$ cat config.mk
export PLATFORM = sky130hd
export DESIGN_NAME = pbl_bridge
export DESIGN_NICKNAME = d
export VERILOG_FILES = /design/src/inc/pbl_pkg.sv /design/src/logic/pbl_bridge.sv
export VERILOG_INCLUDE_DIRS = /design/src /design/src/inc
export SDC_FILE = /design/constraint.sdc
export NUM_CORES = 1
export LEC_CHECK = 0
export BUFFER_PORTS_ARGS = -buffer_cell sky130_fd_sc_hd__buf_4
export CAP_MARGIN = 20
export CELL_PAD_IN_SITES_DETAIL_PLACEMENT = 0
export CELL_PAD_IN_SITES_GLOBAL_PLACEMENT = 2
export CORE_MARGIN = 2
export CORE_UTILIZATION = 33
export CTS_CLUSTER_DIAMETER = 30
export CTS_CLUSTER_SIZE = 25
export DETAILED_ROUTE_END_ITERATION = 8
export PLACE_DENSITY_LB_ADDON = 0.1
export SYNTH_ARGS = -nofsm -noshare
export SYNTH_HDL_FRONTEND = slang
export SYNTH_SLANG_ARGS = --single-unit
$ cat constraint.sdc
create_clock -name clk_sys -period 3 [get_ports clk_sys]
set_input_delay 0.45 -clock clk_sys [delete_from_list [all_inputs] [get_ports clk_sys]]
set_output_delay 0.45 -clock clk_sys [all_outputs]
set_load 0.01 [all_outputs]
$ cat src/inc/pbl_params.svh
// Constants for the bridge lock and subsystem identification block
`ifndef PBL_PARAMS_SVH
`define PBL_PARAMS_SVH
`define PBL_OFF_SUBSYS 8'h40
`define PBL_OFF_SYSCTL 8'h80
`define PBL_BIT_IDWE 5
`define PBL_RST_SUBSYS 32'h0000_0000
`define PBL_RST_SYSCTL 32'h0000_0000
`define PBL_RST_ROUTE 4'h0
`define PBL_ROUTE_LOCK 4'h5
`define PBL_LOCK_LSB 4
`define PBL_EE_ADDR 7'h50
`define PBL_EE_WORD 8'h00
`define PBL_SCL_HALF_NS 5000
`define PBL_CLK_NS 100
`define PBL_SCL_HALF_CYC ((`PBL_SCL_HALF_NS + `PBL_CLK_NS - 1) / `PBL_CLK_NS)
`endif

$ cat src/inc/pbl_pkg.sv
// Types for the bridge lock and subsystem identification block
package pbl_pkg;
    typedef struct packed {
        logic valid;
        logic write;
        logic [7:0] offset;
        logic [31:0] wdata;
        logic [3:0] func;
    } pbl_cfg_req_s;
    typedef struct packed {
        logic valid;
        logic write;
        logic locked;
        logic [31:0] addr;
    } pbl_txn_s;
    typedef enum logic [5:0] {
        EE_IDLE = 6'b00_0001,
        EE_START = 6'b00_0010,
        EE_SHIFT = 6'b00_0100,
        EE_ACK = 6'b00_1000,
        EE_READ = 6'b01_0000,
        EE_STOP = 6'b10_0000
    } pbl_ee_e;
    typedef logic [27:0] pbl_blk_t;
endpackage

$ cat src/logic/pbl_bridge.sv
// Lock forwarding and subsystem identification core of the card bus bridge
`timescale 1ns/1ps
`include "pbl_params.svh"
module pbl_bridge
    import pbl_pkg::*;
(
    // Clock, reset and control
    input wire logic clk_sys,
    input wire logic nrst,
    input wire logic clk_en,
    input wire logic suspend,
    input wire logic global_reset_input_n,
    // Configuration access
    input wire pbl_cfg_req_s cfg_req,
    output logic [31:0] cfg_rdata,
    output logic cfg_ack,
    // Multifunction terminal four routing and lock pin
    input wire logic [3:0] mfunc_route,
    input wire logic multipurpose_terminal_four,
    // Transactions through the bridge
    input wire pbl_txn_s down_txn,
    input wire pbl_txn_s up_txn,
    output logic down_go,
    output logic up_go,
    output logic post_enable,
    output logic lock_held,
    // Card bus lock pin
    output logic card_lock_n_o,
    output logic card_lock_oe,
    // Interrupt request and driver enable
    input wire logic irq_src,
    output logic inta_n_o,
    output logic inta_oe,
    output logic out_drv_en,
    // Serial EEPROM pins
    input wire logic ee_scl_i,
    output logic ee_scl_o,
    output logic ee_scl_oe,
    input wire logic ee_sda_i,
    output logic ee_sda_o,
    output logic ee_sda_oe,
    input wire logic ee_present
);
    function automatic logic same_blk(input logic [31:0] a, input pbl_blk_t b);
        same_blk = (a[31:`PBL_LOCK_LSB] == b);
    endfunction

    // Core reset: primary reset gated by suspend
    wire core_rst = !nrst && !suspend;
    wire adv = clk_en;

    logic [31:0] subsys;
    logic [31:0] sysctl;
    pbl_blk_t lock_blk;
    logic lock_act;
    logic lock_pend;

    // Lock pin is only meaningful when routed
    wire lock_routed = (mfunc_route == `PBL_ROUTE_LOCK);
    wire lock_in = lock_routed && !multipurpose_terminal_four;
    wire ident_write_enable = sysctl[`PBL_BIT_IDWE];
    wire fn_ok = (cfg_req.func <= 4'h1);
    wire hit_id = cfg_req.valid && fn_ok && cfg_req.offset == `PBL_OFF_SUBSYS;
    wire hit_sc = cfg_req.valid && fn_ok && cfg_req.offset == `PBL_OFF_SYSCTL;
    wire id_wr = hit_id && cfg_req.write && ident_write_enable;
    wire conflict = lock_act && same_blk(down_txn.addr, lock_blk);
    // Downstream: locked owner or non-conflicting access proceeds
    wire down_ok = down_txn.valid && (down_txn.locked || !conflict);
    // Upstream ignores lock entirely
    wire up_ok = up_txn.valid;
    wire start_lock = down_txn.valid && down_txn.locked && lock_in && !lock_act;
    wire [31:0] ee_word;
    wire ee_done;

    // Lock tracking, independent of grant
    always_ff @(posedge clk_sys) begin
        if (core_rst) begin
            lock_act <= 1'b0;
            lock_blk <= '0;
        end else if (adv) begin
            if (start_lock) begin
                lock_act <= 1'b1;
                lock_blk <= down_txn.addr[31:`PBL_LOCK_LSB];
            end else if (lock_act && !lock_in) begin
                lock_act <= 1'b0;
            end
        end
    end

    // Configuration registers
    always_ff @(posedge clk_sys) begin
        if (core_rst) begin
            sysctl <= `PBL_RST_SYSCTL;
            subsys <= `PBL_RST_SUBSYS;
            cfg_ack <= 1'b0;
            cfg_rdata <= 32'h0000_0000;
        end else if (adv) begin
            cfg_ack <= cfg_req.valid;
            if (hit_sc && cfg_req.write)
                sysctl <= cfg_req.wdata;
            if (id_wr)
                subsys <= cfg_req.wdata;
            else if (ee_done)
                subsys <= ee_word;
            cfg_rdata <= hit_id ? subsys : (hit_sc ? sysctl : 32'h0000_0000);
        end
    end

    // Transaction pass and posting control
    always_ff @(posedge clk_sys) begin
        if (core_rst) begin
            down_go <= 1'b0;
            up_go <= 1'b0;
            post_enable <= 1'b1;
            lock_held <= 1'b0;
            card_lock_n_o <= 1'b1;
            lock_pend <= 1'b0;
        end else if (adv) begin
            down_go <= down_ok;
            up_go <= up_ok;
            post_enable <= !(lock_act || start_lock);
            lock_held <= lock_act || start_lock;
            lock_pend <= lock_act || start_lock;
            card_lock_n_o <= !(lock_act || start_lock);
        end
    end

    // Pin drivers released under global reset
    always_ff @(posedge clk_sys) begin
        if (!global_reset_input_n) begin
            out_drv_en <= 1'b0;
            card_lock_oe <= 1'b0;
            inta_oe <= 1'b0;
            inta_n_o <= 1'b1;
        end else if (adv) begin
            out_drv_en <= 1'b1;
            card_lock_oe <= lock_pend;
            inta_n_o <= !irq_src;
            inta_oe <= irq_src;
        end
    end

    // Serial EEPROM reader
    pbl_ee_e st;
    logic [7:0] div;
    logic phase;
    logic [3:0] bitn;
    logic [1:0] byten;
    logic [7:0] sh;
    logic [31:0] acc;
    logic done_r;
    logic sda_low;
    logic sda_dly;
    // A slave holding the clock low stretches the current half bit
    wire stall = ee_scl_o && !ee_scl_i;
    wire tick = !stall && (div == 8'(`PBL_SCL_HALF_CYC - 1));
    // Address byte: write direction first, read direction after the restart
    wire [7:0] tx_byte = {`PBL_EE_ADDR, byten[1]};
    // Master acknowledges the first three data bytes and refuses the last
    wire rd_ack = (bitn == 4'h8) && (byten != 2'd3);
    assign ee_word = acc;
    assign ee_done = done_r;

    // Serial bus engine held in reset with the core
    always_ff @(posedge clk_sys) begin
        if (core_rst) begin
            st <= EE_START;
            div <= 8'h00;
            phase <= 1'b0;
            bitn <= 4'h0;
            byten <= 2'd0;
            sh <= 8'h00;
            acc <= 32'h0000_0000;
            done_r <= 1'b0;
            sda_low <= 1'b0;
            ee_scl_o <= 1'b1;
        end else if (adv) begin
            done_r <= 1'b0;
            div <= tick ? 8'h00 : (stall ? div : div + 8'h01);
            if (tick) begin
                phase <= !phase;
                unique case (st)
                    EE_IDLE: begin
                        ee_scl_o <= 1'b1;
                        sda_low <= 1'b0;
                    end
                    // Low clock with data released, high clock, then data falls
                    EE_START: begin
                        if (!ee_present) begin
                            st <= EE_IDLE;
                        end else if (!bitn[0]) begin
                            ee_scl_o <= phase;
                            sda_low <= 1'b0;
                            bitn <= {3'b000, phase};
                        end else if (!phase) begin
                            sda_low <= 1'b1;
                        end else begin
                            sh <= tx_byte;
                            bitn <= 4'h0;
                            st <= EE_SHIFT;
                        end
                    end
                    EE_SHIFT: begin
                        ee_scl_o <= phase;
                        if (!phase) begin
                            sda_low <= !sh[7];
                        end else begin
                            sh <= {sh[6:0], 1'b0};
                            bitn <= bitn + 4'h1;
                            if (bitn == 4'h7)
                                st <= EE_ACK;
                        end
                    end
                    EE_ACK: begin
                        ee_scl_o <= phase;
                        sda_low <= 1'b0;
                        if (phase) begin
                            bitn <= 4'h0;
                            if (ee_sda_i) begin
                                st <= EE_STOP;
                            end else if (byten == 2'd0) begin
                                byten <= 2'd1;
                                sh <= `PBL_EE_WORD;
                                st <= EE_SHIFT;
                            end else if (byten == 2'd1) begin
                                byten <= 2'd2;
                                st <= EE_START;
                            end else begin
                                byten <= 2'd0; // Now counts received bytes
                                st <= EE_READ;
                            end
                        end
                    end
                    // Eight data bits MSB first, then the master's answer bit
                    EE_READ: begin
                        ee_scl_o <= phase;
                        if (!phase) begin
                            sda_low <= rd_ack;
                        end else if (bitn != 4'h8) begin
                            sh <= {sh[6:0], ee_sda_i};
                            bitn <= bitn + 4'h1;
                        end else begin
                            acc <= {sh, acc[31:8]}; // Low byte arrives first
                            bitn <= 4'h0;
                            byten <= byten + 2'd1;
                            if (byten == 2'd3) begin
                                done_r <= 1'b1;
                                st <= EE_STOP;
                            end
                        end
                    end
                    // Low clock with data low, high clock, then data rises
                    EE_STOP: begin
                        if (!bitn[0]) begin
                            ee_scl_o <= phase;
                            sda_low <= 1'b1;
                            bitn <= {3'b000, phase};
                        end else if (!phase) begin
                            sda_low <= 1'b0;
                        end else begin
                            st <= EE_IDLE;
                        end
                    end
                endcase
            end
        end
    end

    // Open-drain serial pins; data moves a cycle after the clock falls
    always_ff @(posedge clk_sys) begin
        if (core_rst) begin
            ee_sda_o <= 1'b0;
            ee_sda_oe <= 1'b0;
            ee_scl_oe <= 1'b0;
            sda_dly <= 1'b0;
        end else if (adv) begin
            ee_sda_o <= 1'b0;
            sda_dly <= sda_low;
            ee_sda_oe <= sda_dly;
            ee_scl_oe <= !ee_scl_o;
        end
    end
endmodule

==> out/metrics.csv, run 1 <==
stage;metric;value;unit
routing;Pre-Repair DR Iteration Count;5;
timing;Setup Skew;0.0197;ns
timing;Worst slew margin;47.7;%
place;I/O Buffers;134;
worst_setup_path;Top cell by count, worst path;or4_1;
logic_synthesis;synthesized cell area;0.00931;mm2
logic_synthesis;number of flops mapped to enable cells by yosys;0;
die;Ports;176;
die;Die Wd;172;um
die;Core Area;0.0278;mm2
worst_setup_path;slowest CP cell;or4_1;
routing;met3 WL;1220;um
clock_tree;# resized after CTS;0;
routing;wire length per cell;15.9;um
routing;antenna viol nets, final;0;
logic_synthesis;Netlist cell types;63;
flow_run;Maximum Capacitance Violations;0;
logic_synthesis;Synth area leaders;dfxtp_1, mux2i_1, nand2_1;
routing;routed vias;7828;
clock_tree;Post CTS Setup Buffer Count;0;
clock_tree;TritonCTS Sinks;201;
logic_synthesis;cell count after synthesis;1062;
timing;Final Hold Fails;0;
logic_synthesis;biggest area consumer among synthesized cells;dfxtp_1;
worst_setup_path;worst reg2reg setup slack;0.58;ns
grt;initial antenna violation count;0;
place;DP HPWL;16600;um
finish;Final nets;1334;
grt;Tot GR Track Use;17.2;%
timing;Fmax;0.413;GHz
clock_tree;CTS Root Cell;clkbuf_16;
worst_setup_path;Worst setup startpoint;st[5]$_SDFFE_PP0P_;
finish;ant diodes;0;
worst_setup_path;Worst path depth;5;
clock_tree;clk buf depth;3;
worst_setup_path;CP Data Arrival Time;2.89;ns
clock_tree;Clock transition at path regs;0.04;ns
power_and_ir_drop;Cell Pwr Density;698;mW/mm2
worst_setup_path;cell count of the worst reg-to-reg path;5;
die;Cell Rows;61;
timing;RSZ-0062 raised after global routing;no;
worst_setup_path;CP max stage delay;0.68;ns
routing;Top Metal Used;met4;
worst_setup_path;CP endpoint;bitn[3]$_SDFFE_PP0P_;
routing;1st-iter DRT viols;361;
timing;worst slew pin tran;0.785;ns
power_and_ir_drop;worst vdd ir;366;uV
worst_setup_path;reg2reg end;bitn[3]$_SDFFE_PP0P_;
logic_synthesis;Yosys top cell area share;43.2;%
finish;Final Instance Area;0.0125;mm2
worst_setup_path;CP Cell Sequence;or4_1, nor3_1, nor2_1, or4_1, o22ai_1;
die;die height;172;um
timing;Slew Limit Fails;0;
power_and_ir_drop;Leakage Power;4.93;nW
timing;final setup violation count;0;
worst_setup_path;CP top delay family;simple AND/OR/NAND/NOR gates;
worst_hold_path;Hold Path Class;in -> reg;
place;GP Congestion;0.770;
clock_tree;CTS tree;yes;
clock_tree;cts hold-fix bufs;0;
logic_synthesis;Syn Area/Cell;8.77;um2
die;Die Area;0.0296;mm2
grt;number of global-route vias before repair;7700;
timing;fin crit share;80.7;%
routing;# DRC;0;
timing;Setup TNS Final;0;ns
finish;share of cells above drive strength 1;23.5;%
worst_setup_path;crit path max fanout;17;
grt;grt ovf;0;
logic_synthesis;Ys Warns;0;
worst_setup_path;kind of critical path;reg -> reg;
worst_setup_path;Data required, critical path;3.47;ns
worst_setup_path;crit start category;flop;
logic_synthesis;ys async rst share;0;%
logic_synthesis;predominant post-synthesis flop cell;dfxtp_1;
grt;largest net degree at the start of global routing;62;
routing;M1 wire length;12700;um
finish;Final Non-Filler Cells;1613;
routing;Post-Route WL;25600;um
clock_tree;H-tree Lvls;2;
logic_synthesis;synthesis-stage register bit count;201;
status;outcome;finished, final reports clean;
routing;DR WL met2;11300;um
worst_setup_path;reg2reg start;st[5]$_SDFFE_PP0P_;
clock_tree;CTS Buf Count;55;
worst_setup_path;CP bufs+invs;0;
worst_setup_path;crit end category;flop;
logic_synthesis;syn_nets;1202;
routing;post-DR vias/cell;4.85;
clock_tree;clock latency on the worst-skew pair;0.54;ns
place;placed cell count;1515;
timing;minimum clock period;2.42;ns
finish;Layout Area Growth over Synthesis;34.4;%
die;Initial Utilization;33.5;%
place;DP Area;0.0107;mm2
grt;global-route wire length before repair;41000;um
logic_synthesis;register area share after synthesis;43.2;%
-- final cells by class --
class	instances	area [um2]
fillers	2810	15300
multi-input cells	739	4820
flip-flops and latches	201	4020
clock buffers	80	1600
repair buffers	157	1240
well taps	378	473
clock inverters	18	201
inverters	40	150
-- Yosys cell counts (3+ instances only) --
master and count:
dfxtp_1 201, nand2_1 157, nor2_1 88, a21oi_1 81
mux2i_1 70, clkbuf_1 61, nand2b_1 45, inv_1 40
a211oi_1 36, a22oi_1 35, xor2_1 30, a221oi_2 29
o21ai_0 17, nand4_1 15, buf_2 12, ha_1 10
nor3_1 10, and3_1 8, nor4_1 8, nand3_1 7
xnor2_1 7, buf_4 5, nand3b_1 5, or4_1 5
a221oi_1 4, a31oi_1 4, buf_1 4, nor2b_1 4
o21ai_1 4, o22ai_1 4, or2_2 4, a311oi_1 3
and2_1 3, o21a_1 3, or3_1 3
-- layer usage --
layer  global-route usage (%)  vias to the layer above
li1                         -                     4026
met1                     23.9                     3603
met2                     27.2                      162
met3                     3.62                       37
met4                     4.71                        0
met5                        0                        -
-- worst min path at each step --
stage                                  from                 endpoint  cells past startpoint
finish                 global_reset_input_n    inta_n_o$_SDFFE_PN1P_                      2
global route           global_reset_input_n    inta_n_o$_SDFFE_PN1P_                      2
CTS                    global_reset_input_n    inta_n_o$_SDFFE_PN1P_                      2
detailed placement      acc[0]$_SDFFE_PP0P_      acc[0]$_SDFFE_PP0P_                      2
global placement    out_drv_en$_SDFFE_PN0P_  out_drv_en$_SDFFE_PN0P_                      1
floorplan               acc[0]$_SDFFE_PP0P_      acc[0]$_SDFFE_PP0P_                      2
-- where the power goes --
part / switching [mW] / internal, mW
clock network: 1.62 / 3.96
registers: 0.0306 / 2.73
logic: 0.201 / 0.192
total: 1.85 / 6.88
-- through the flow --
stage               setup WS (ns)  total power, mW  hold WS [ns]  utilization, %
floorplan                   0.690             2.98         0.431               -
global placement            0.398             3.21         0.439            38.5
detailed placement          0.340             3.21         0.443            38.5
CTS                         0.569             8.85        0.0897            45.0
global route                0.409             9.06        0.0929            45.0
finish                      0.580             8.73         0.109            45.0
-- sequential cells by signal, summed over array words and instances (netlist names), 2 cells and up --
signal / flops
div: 8
sh: 8
sysctl: 32
st: 6
subsys: 32
byten: 2
cfg_rdata: 32
bitn: 4
lock_blk: 28
acc: 32
-- logic make-up after synthesis --
family,share of synthesized area (%)
compound gates,19.2
xor+xnor,3.48
fa+ha+maj,1.34
buf+inv,5.28
flops,43.2
mux,7.65
other cells,0.0403
simple gates,19.8
-- cells in the final DEF (no fill, tap or decap), drive strengths merged, types with 33 or more instances in the layout --
cell type  Yosys  routed
dfxtp        201     201
nor2          88      88
nand2        157     157
buf           21     157
a211oi        36      36
a22oi         35      35
nand2b        45      45
clkbuf        61      80
mux2i         70      70
a21oi         81      81
inv           40      43
a221oi        33      33
(Power assumes the default switching activity.)
==> inputs of run 2 (changes only) <==
--- a/config.mk
+++ b/config.mk
@@ -11,7 +11,7 @@
 export CELL_PAD_IN_SITES_DETAIL_PLACEMENT = 0
 export CELL_PAD_IN_SITES_GLOBAL_PLACEMENT = 2
 export CORE_MARGIN = 2
-export CORE_UTILIZATION = 33
+export CORE_UTILIZATION = 30
 export CTS_CLUSTER_DIAMETER = 30
 export CTS_CLUSTER_SIZE = 25
 export DETAILED_ROUTE_END_ITERATION = 8
==> constraint.sdc (replaced) <==
create_clock -name clk_sys -period 2.12 [get_ports clk_sys]
set_input_delay 0.318 -clock clk_sys [delete_from_list [all_inputs] [get_ports clk_sys]]
set_output_delay 0.318 -clock clk_sys [all_outputs]
set_load 0.01 [all_outputs]
==> run 2 against run 1 <==
Compared with the run above: die area is 9.8% higher; wire length is 7.6% higher; critical path depth is 1 higher; clock-buffer cell count stayed put; sequential share of layout area is 1.7 points lower; hold slack worse by 0.082 ns; clock skew is 0.0056 ns lower; utilization is 1.8 points lower; setup slack worse by 0.49 ns; via count is 4.5% higher; combinational power is 51% higher; critical path type unchanged; largest cell class unchanged; highest routed layer unchanged.
==> out/metrics.csv, run 2 (synthesized netlist as in run 1, its figures left out) <==
stage;metric;value;unit
worst_setup_path;CP Data Arrival Time;2.48;ns
routing;Pre-Repair DR Iteration Count;5;
grt;Tot GR Track Use;16.4;%
worst_setup_path;cell count of the worst reg-to-reg path;6;
timing;worst slew pin tran;0.671;ns
finish;share of cells above drive strength 1;28.0;%
worst_setup_path;slowest CP cell;or4_1;
routing;1st-iter DRT viols;414;
die;Die Wd;180;um
worst_hold_path;hold path cells;3;
grt;largest net degree at the start of global routing;122;
clock_tree;clock latency on the worst-skew pair;0.54;ns
routing;routed vias;8178;
grt;number of global-route vias before repair;8066;
worst_setup_path;CP max stage delay;0.64;ns
flow_run;Maximum Capacitance Violations;0;
worst_setup_path;crit path max fanout;5;
worst_hold_path;Hold Path Class;in -> reg;
timing;final setup violation count;0;
clock_tree;CTS Buf Count;57;
routing;Post-Route WL;27500;um
clock_tree;Clock transition at path regs;0.04;ns
power_and_ir_drop;Leakage Power;5.29;nW
routing;antenna viol nets, final;0;
grt;grt ovf;0;
clock_tree;H-tree Lvls;2;
die;Initial Utilization;30.4;%
power_and_ir_drop;Cell Pwr Density;952;mW/mm2
timing;Worst slew margin;55.2;%
clock_tree;CTS tree;yes;
clock_tree;clk buf depth;3;
timing;Setup Skew;0.0141;ns
place;DP HPWL;18100;um
timing;Fmax;0.493;GHz
worst_setup_path;Data required, critical path;2.58;ns
finish;commonest non-fill, non-tap cell in the layout;dfxtp_1;
routing;wire length per cell;16.3;um
worst_setup_path;crit start category;flop;
status;outcome;finished, final reports clean;
finish;Layout Area Growth over Synthesis;42.2;%
place;GP Congestion;0.746;
routing;# DRC;0;
die;Ports;176;
timing;Final Hold Fails;0;
timing;RSZ-0062 raised after global routing;yes;
clock_tree;TritonCTS Sinks;201;
timing;Setup TNS Final;0;ns
timing;Worst Hold Slack;0.0263;ns
worst_setup_path;CP Cell Sequence;or4_1, buf_4, or3_1, a21oi_1, nor4_1, o22ai_1;
clock_tree;CTS Root Cell;clkbuf_16;
die;Core Area;0.0306;mm2
finish;commonest non-fill, non-tap cells in the layout;dfxtp_1, buf_4, nand2_1;
die;Die Area;0.0325;mm2
timing;final setup margin;0.0930;ns
finish;Final nets;1387;
grt;global-route wire length before repair;43900;um
grt;initial antenna violation count;0;
place;I/O Buffers;134;
finish;ant diodes;0;
timing;fin crit share;95.6;%
power_and_ir_drop;worst vdd ir;548;uV
die;die height;180;um
power_and_ir_drop;PnR Total Power;12.6;mW
routing;post-DR vias/cell;4.84;
worst_setup_path;crit end category;flop;
timing;minimum clock period;2.03;ns
place;Setup WS pre-CTS;-0.255;ns
die;Cell Rows;64;
timing;Slew Limit Fails;0;
worst_setup_path;kind of critical path;reg -> reg;
## run 2: cell types whose count changed in the layout (fill, tap and decap cells not counted), sizes merged
cell         previous run  this run
buf                   157       204
clkbuf                 80        83
clkinvlp                0         2
clkinv                 11        20
dlygate4sd3             0         1
inv                    43        40
## run 2: layout make-up
type | count | area, um2
clock buffer | 80 | 1620
clock inverter | 26 | 246
fill | 3103 | 17400
inverter | 40 | 150
multi-input combinational | 739 | 4910
sequential | 201 | 4030
tap | 396 | 495
timing repair buffer | 208 | 1780
## run 2: worst paths after layout
check | end | from | slack [ns]
hold reg to reg | acc[1]$_SDFFE_PP0P_ | acc[1]$_SDFFE_PP0P_ | 0.45
hold / removal | up_go$_SDFFE_PP0P_ | up_txn[34] | 0.03
setup / recovery | bitn[2]$_SDFFE_PP0P_ | st[5]$_SDFFE_PP0P_ | 0.09
setup reg to reg | bitn[2]$_SDFFE_PP0P_ | st[5]$_SDFFE_PP0P_ | 0.09
## run 2: power by group
part	total [mW]	switching, mW	internal, mW
registers	3.90	0.0390	3.87
logic	0.594	0.304	0.291
clock network	8.11	2.38	5.72
total	12.6	2.72	9.88
## run 2: through the flow
step / cell area (um2) / instances / utilization, %
finish: 13200 / 1690 / 43.3
global placement: 11200 / 1579 / 36.5
global route: 13200 / 1690 / 43.3
detailed placement: 11200 / 1579 / 36.5
floorplan: 9320 / 1062 / -
CTS: 13100 / 1686 / 42.8
## run 2: per-layer routing
layer  routed length, um  up-vias  GRT usage (%)
li1                    -     4143              -
met1               13900     3824           23.4
met2               11900      165           24.8
met3                1140       46           3.31
met4                 576        0           5.13
met5                   0        -              0
## run 2: worst max-delay path: cells and delay by family (launching register included)
kind | cells | cell delay [ns]
flip-flops | 1 | 0.35
AO/OA/AOI/OAI | 2 | 0.31
buffers and inverters | 1 | 0.19
AND/OR/NAND/NOR | 3 | 1.10
## run 2: repair_timing
item,4_1_cts,5_1_grt
gates cloned,0,3
hold buffers,1,0
buffers inserted,0,1
pin swaps,3,5
setup endpoints to repair,14,21
resized for setup,9,12
hold endpoints to repair,2,0
==> inputs of run 3 (changes only) <==
--- a/config.mk
+++ b/config.mk
@@ -16,6 +16,7 @@
 export CTS_CLUSTER_SIZE = 25
 export DETAILED_ROUTE_END_ITERATION = 8
 export PLACE_DENSITY_LB_ADDON = 0.1
+export REMOVE_ABC_BUFFERS = 1
 export SYNTH_ARGS = -nofsm -noshare
 export SYNTH_HDL_FRONTEND = slang
 export SYNTH_SLANG_ARGS = --single-unit
==> run 3 against run 2 <==
Compared with the run above: utilization rose by 2.4 points; critical path type unchanged; clock power rose by 10%; global-route usage barely moved; design area rose by 5.5%; sequential share of layout area fell by 1.6 points; sequential power barely moved; hold slack got worse by 0.0067 ns; wire length fell by 3.0%; sequential cell count did not move; register-to-register slack barely moved; largest power group unchanged; combinational power rose by 13%.
==> out/metrics.csv, run 3 (synthesized netlist as in run 1, its figures left out) <==
stage;metric;value;unit
clock_tree;clock latency on the worst-skew pair;0.57;ns
timing;fin crit share;96.1;%
place;DP Area;0.0113;mm2
finish;commonest non-fill, non-tap cell in the layout;buf_4;
clock_tree;CTS tree;yes;
place;DP HPWL;17600;um
finish;Final Instance Area;0.0140;mm2
routing;1st-iter DRT viols;319;
die;Core Area;0.0306;mm2
power_and_ir_drop;Cell Pwr Density;966;mW/mm2
place;I/O Buffers;134;
timing;final setup violation count;0;
grt;largest net degree at the start of global routing;63;
finish;Final nets;1452;
power_and_ir_drop;worst vdd ir;735;uV
finish;ant diodes;0;
worst_setup_path;CP Cell Sequence;or4_4, buf_4, a211o_1, and4_1, o2111ai_2, buf_6, mux2i_1;
power_and_ir_drop;Leakage Power;5.64;nW
routing;wire length per cell;15.2;um
worst_setup_path;reg2reg end;st[3]$_SDFFE_PP0P_;
grt;Tot GR Track Use;16.4;%
timing;Setup Skew;0.0399;ns
grt;initial antenna violation count;0;
die;Ports;176;
grt;grt ovf;0;
die;Die Wd;180;um
place;GP Congestion;0.754;
finish;commonest non-fill, non-tap cells in the layout;buf_4, dfxtp_1, nand2_1;
clock_tree;CTS Buf Count;58;
worst_hold_path;hold path cells;3;
timing;Final Hold Fails;0;
worst_setup_path;CP Data Arrival Time;2.49;ns
worst_hold_path;Endpoint, Worst Hold;sysctl[22]$_SDFFE_PP0P_;
power_and_ir_drop;combinational power share;5.0;%
finish;share of cells above drive strength 1;28.0;%
die;Cell Rows;64;
worst_setup_path;CP max stage delay;0.56;ns
timing;worst slew pin tran;0.585;ns
die;Die Area;0.0325;mm2
finish;fill cell count;3076;
routing;Post-Route WL;26700;um
power_and_ir_drop;switching share of power;21.3;%
status;outcome;finished, final reports clean;
worst_setup_path;Data required, critical path;2.58;ns
timing;Fmax;0.491;GHz
finish;Layout Area Growth over Synthesis;50.1;%
worst_setup_path;cell count of the worst reg-to-reg path;7;
routing;post-DR vias/cell;4.76;
clock_tree;H-tree Lvls;2;
power_and_ir_drop;NetSw;2.88;mW
flow_run;Maximum Capacitance Violations;0;
timing;RSZ-0062 raised after global routing;no;
worst_setup_path;kind of critical path;reg -> reg;
worst_setup_path;worst reg2reg setup slack;0.08;ns
die;die height;180;um
timing;Worst slew margin;60.6;%
timing;minimum clock period;2.04;ns
power_and_ir_drop;Reg power frac;28.9;%
clock_tree;Clock transition at path regs;0.04;ns
routing;# DRC;0;
routing;Pre-Repair DR Iteration Count;4;
grt;number of global-route vias before repair;8435;
worst_hold_path;Hold Path Class;in -> reg;
grt;global-route wire length before repair;44400;um
worst_setup_path;slowest CP cell;or4_4;
routing;routed vias;8353;
timing;Slew Limit Fails;0;
clock_tree;clk buf depth;3;
routing;antenna viol nets, final;0;
power_and_ir_drop;clock power share;66.1;%
power_and_ir_drop;PnR Total Power;13.5;mW
worst_setup_path;crit end category;flop;
clock_tree;TritonCTS Sinks;201;
finish;Final Util;45.7;%
worst_setup_path;crit start category;flop;
worst_hold_path;hold path start;cfg_req[26];
die;Initial Utilization;30.4;%
power_and_ir_drop;Int Power;10.6;mW
worst_setup_path;crit path max fanout;6;
worst_setup_path;reg2reg start;st[5]$_SDFFE_PP0P_;
clock_tree;CTS Root Cell;clkbuf_16;
-- run 3: changes by cell type in the layout (fill, tap and decap cells not counted), moves of 3 or more --
| cell | before | now |
|---|---|---|
| dlygate4sd3_1 | 1 | 53 |
| clkbuf_16 | 61 | 58 |
| bufinv_16 | 4 | 8 |
| clkbuf_1 | 13 | 7 |
| clkbuf_8 | 9 | 14 |
| clkinv_2 | 19 | 13 |
| buf_4 | 190 | 204 |
-- run 3: metal layers --
layer | global-route usage (%) | part of all wire, %
met1 | 21.4 | 47
met2 | 27.4 | 46
met3 | 3.19 | 4.5
met4 | 5.19 | 2.2
met5 | 0 | 0
-- run 3: repair_timing --
| item | 4_1_cts | 5_1_grt |
|---|---|---|
| buffers inserted | 0 | 0 |
| endpoints found under the setup margin | 8 | 52 |
| cloned | 0 | 0 |
| hold buffers | 53 | 0 |
| pin swaps | 0 | 5 |
| hold endpoints to repair | 55 | 0 |
| resized for setup | 6 | 17 |
-- run 3: how the worst max path moves through the flow --
stage,from,end,slack [ns]
6_report,st[5]$_SDFFE_PP0P_,st[3]$_SDFFE_PP0P_,0.08
5_1_grt,st[5]$_SDFFE_PP0P_,st[3]$_SDFFE_PP0P_,0.005
3_3_place_gp,cfg_req[1],subsys[31]$_SDFFE_PP0P_,-0.25
3_5_place_dp,cfg_req[1],subsys[31]$_SDFFE_PP0P_,-0.29
2_1_floorplan,nrst,div[2]$_SDFFE_PP0P_,-5.57
4_1_cts,st[4]$_SDFFE_PP0P_,st[5]$_SDFFE_PP0P_,0.005
-- run 3: area by class of cell --
| type | instances | area, um2 | share of cell area, % |
|---|---|---|---|
| multi-input cells | 739 | 4890 | 35.0 |
| inverters | 40 | 150 | 1.07 |
| clock buffers | 79 | 1670 | 12.0 |
| flip-flops and latches | 201 | 4030 | 28.9 |
| clock inverters | 26 | 387 | 2.77 |
| well taps | 396 | 495 | 3.55 |
| repair buffers | 272 | 2340 | 16.8 |
-- run 3: power by group through the flow --
stage / Sequential [mW] / Clock, mW / Combinational, mW
2_1_floorplan: 3.99 / 0 / 0.184
3_3_place_gp: 3.97 / 0 / 0.601
3_5_place_dp: 3.97 / 0 / 0.602
4_1_cts: 3.90 / 9.11 / 0.683
5_1_grt: 3.91 / 9.33 / 0.735
6_report: 3.90 / 8.92 / 0.672
-- run 3: worst max-delay path, delay by kind of cell, from the launching register on --
kind	cells	cell delay [ns]
mux	1	0.18
buf+inv	2	0.33
flops	1	0.35
compound gates	2	0.33
simple gates	2	0.76
-- run 3: per-stage QoR --
stage | setup TNS (ns) | hold WS (ns) | setup slack, ns | cells
detailed placement | -14.84 | 0.444 | -0.294 | 1595
finish | 0 | 0.0196 | 0.0831 | 1753
global placement | -13.42 | 0.438 | -0.248 | 1595
global route | 0 | 0.0232 | 0.00530 | 1753
floorplan | -935.10 | 0.380 | -5.57 | 980
CTS | 0 | 0.00114 | 0.00510 | 1753
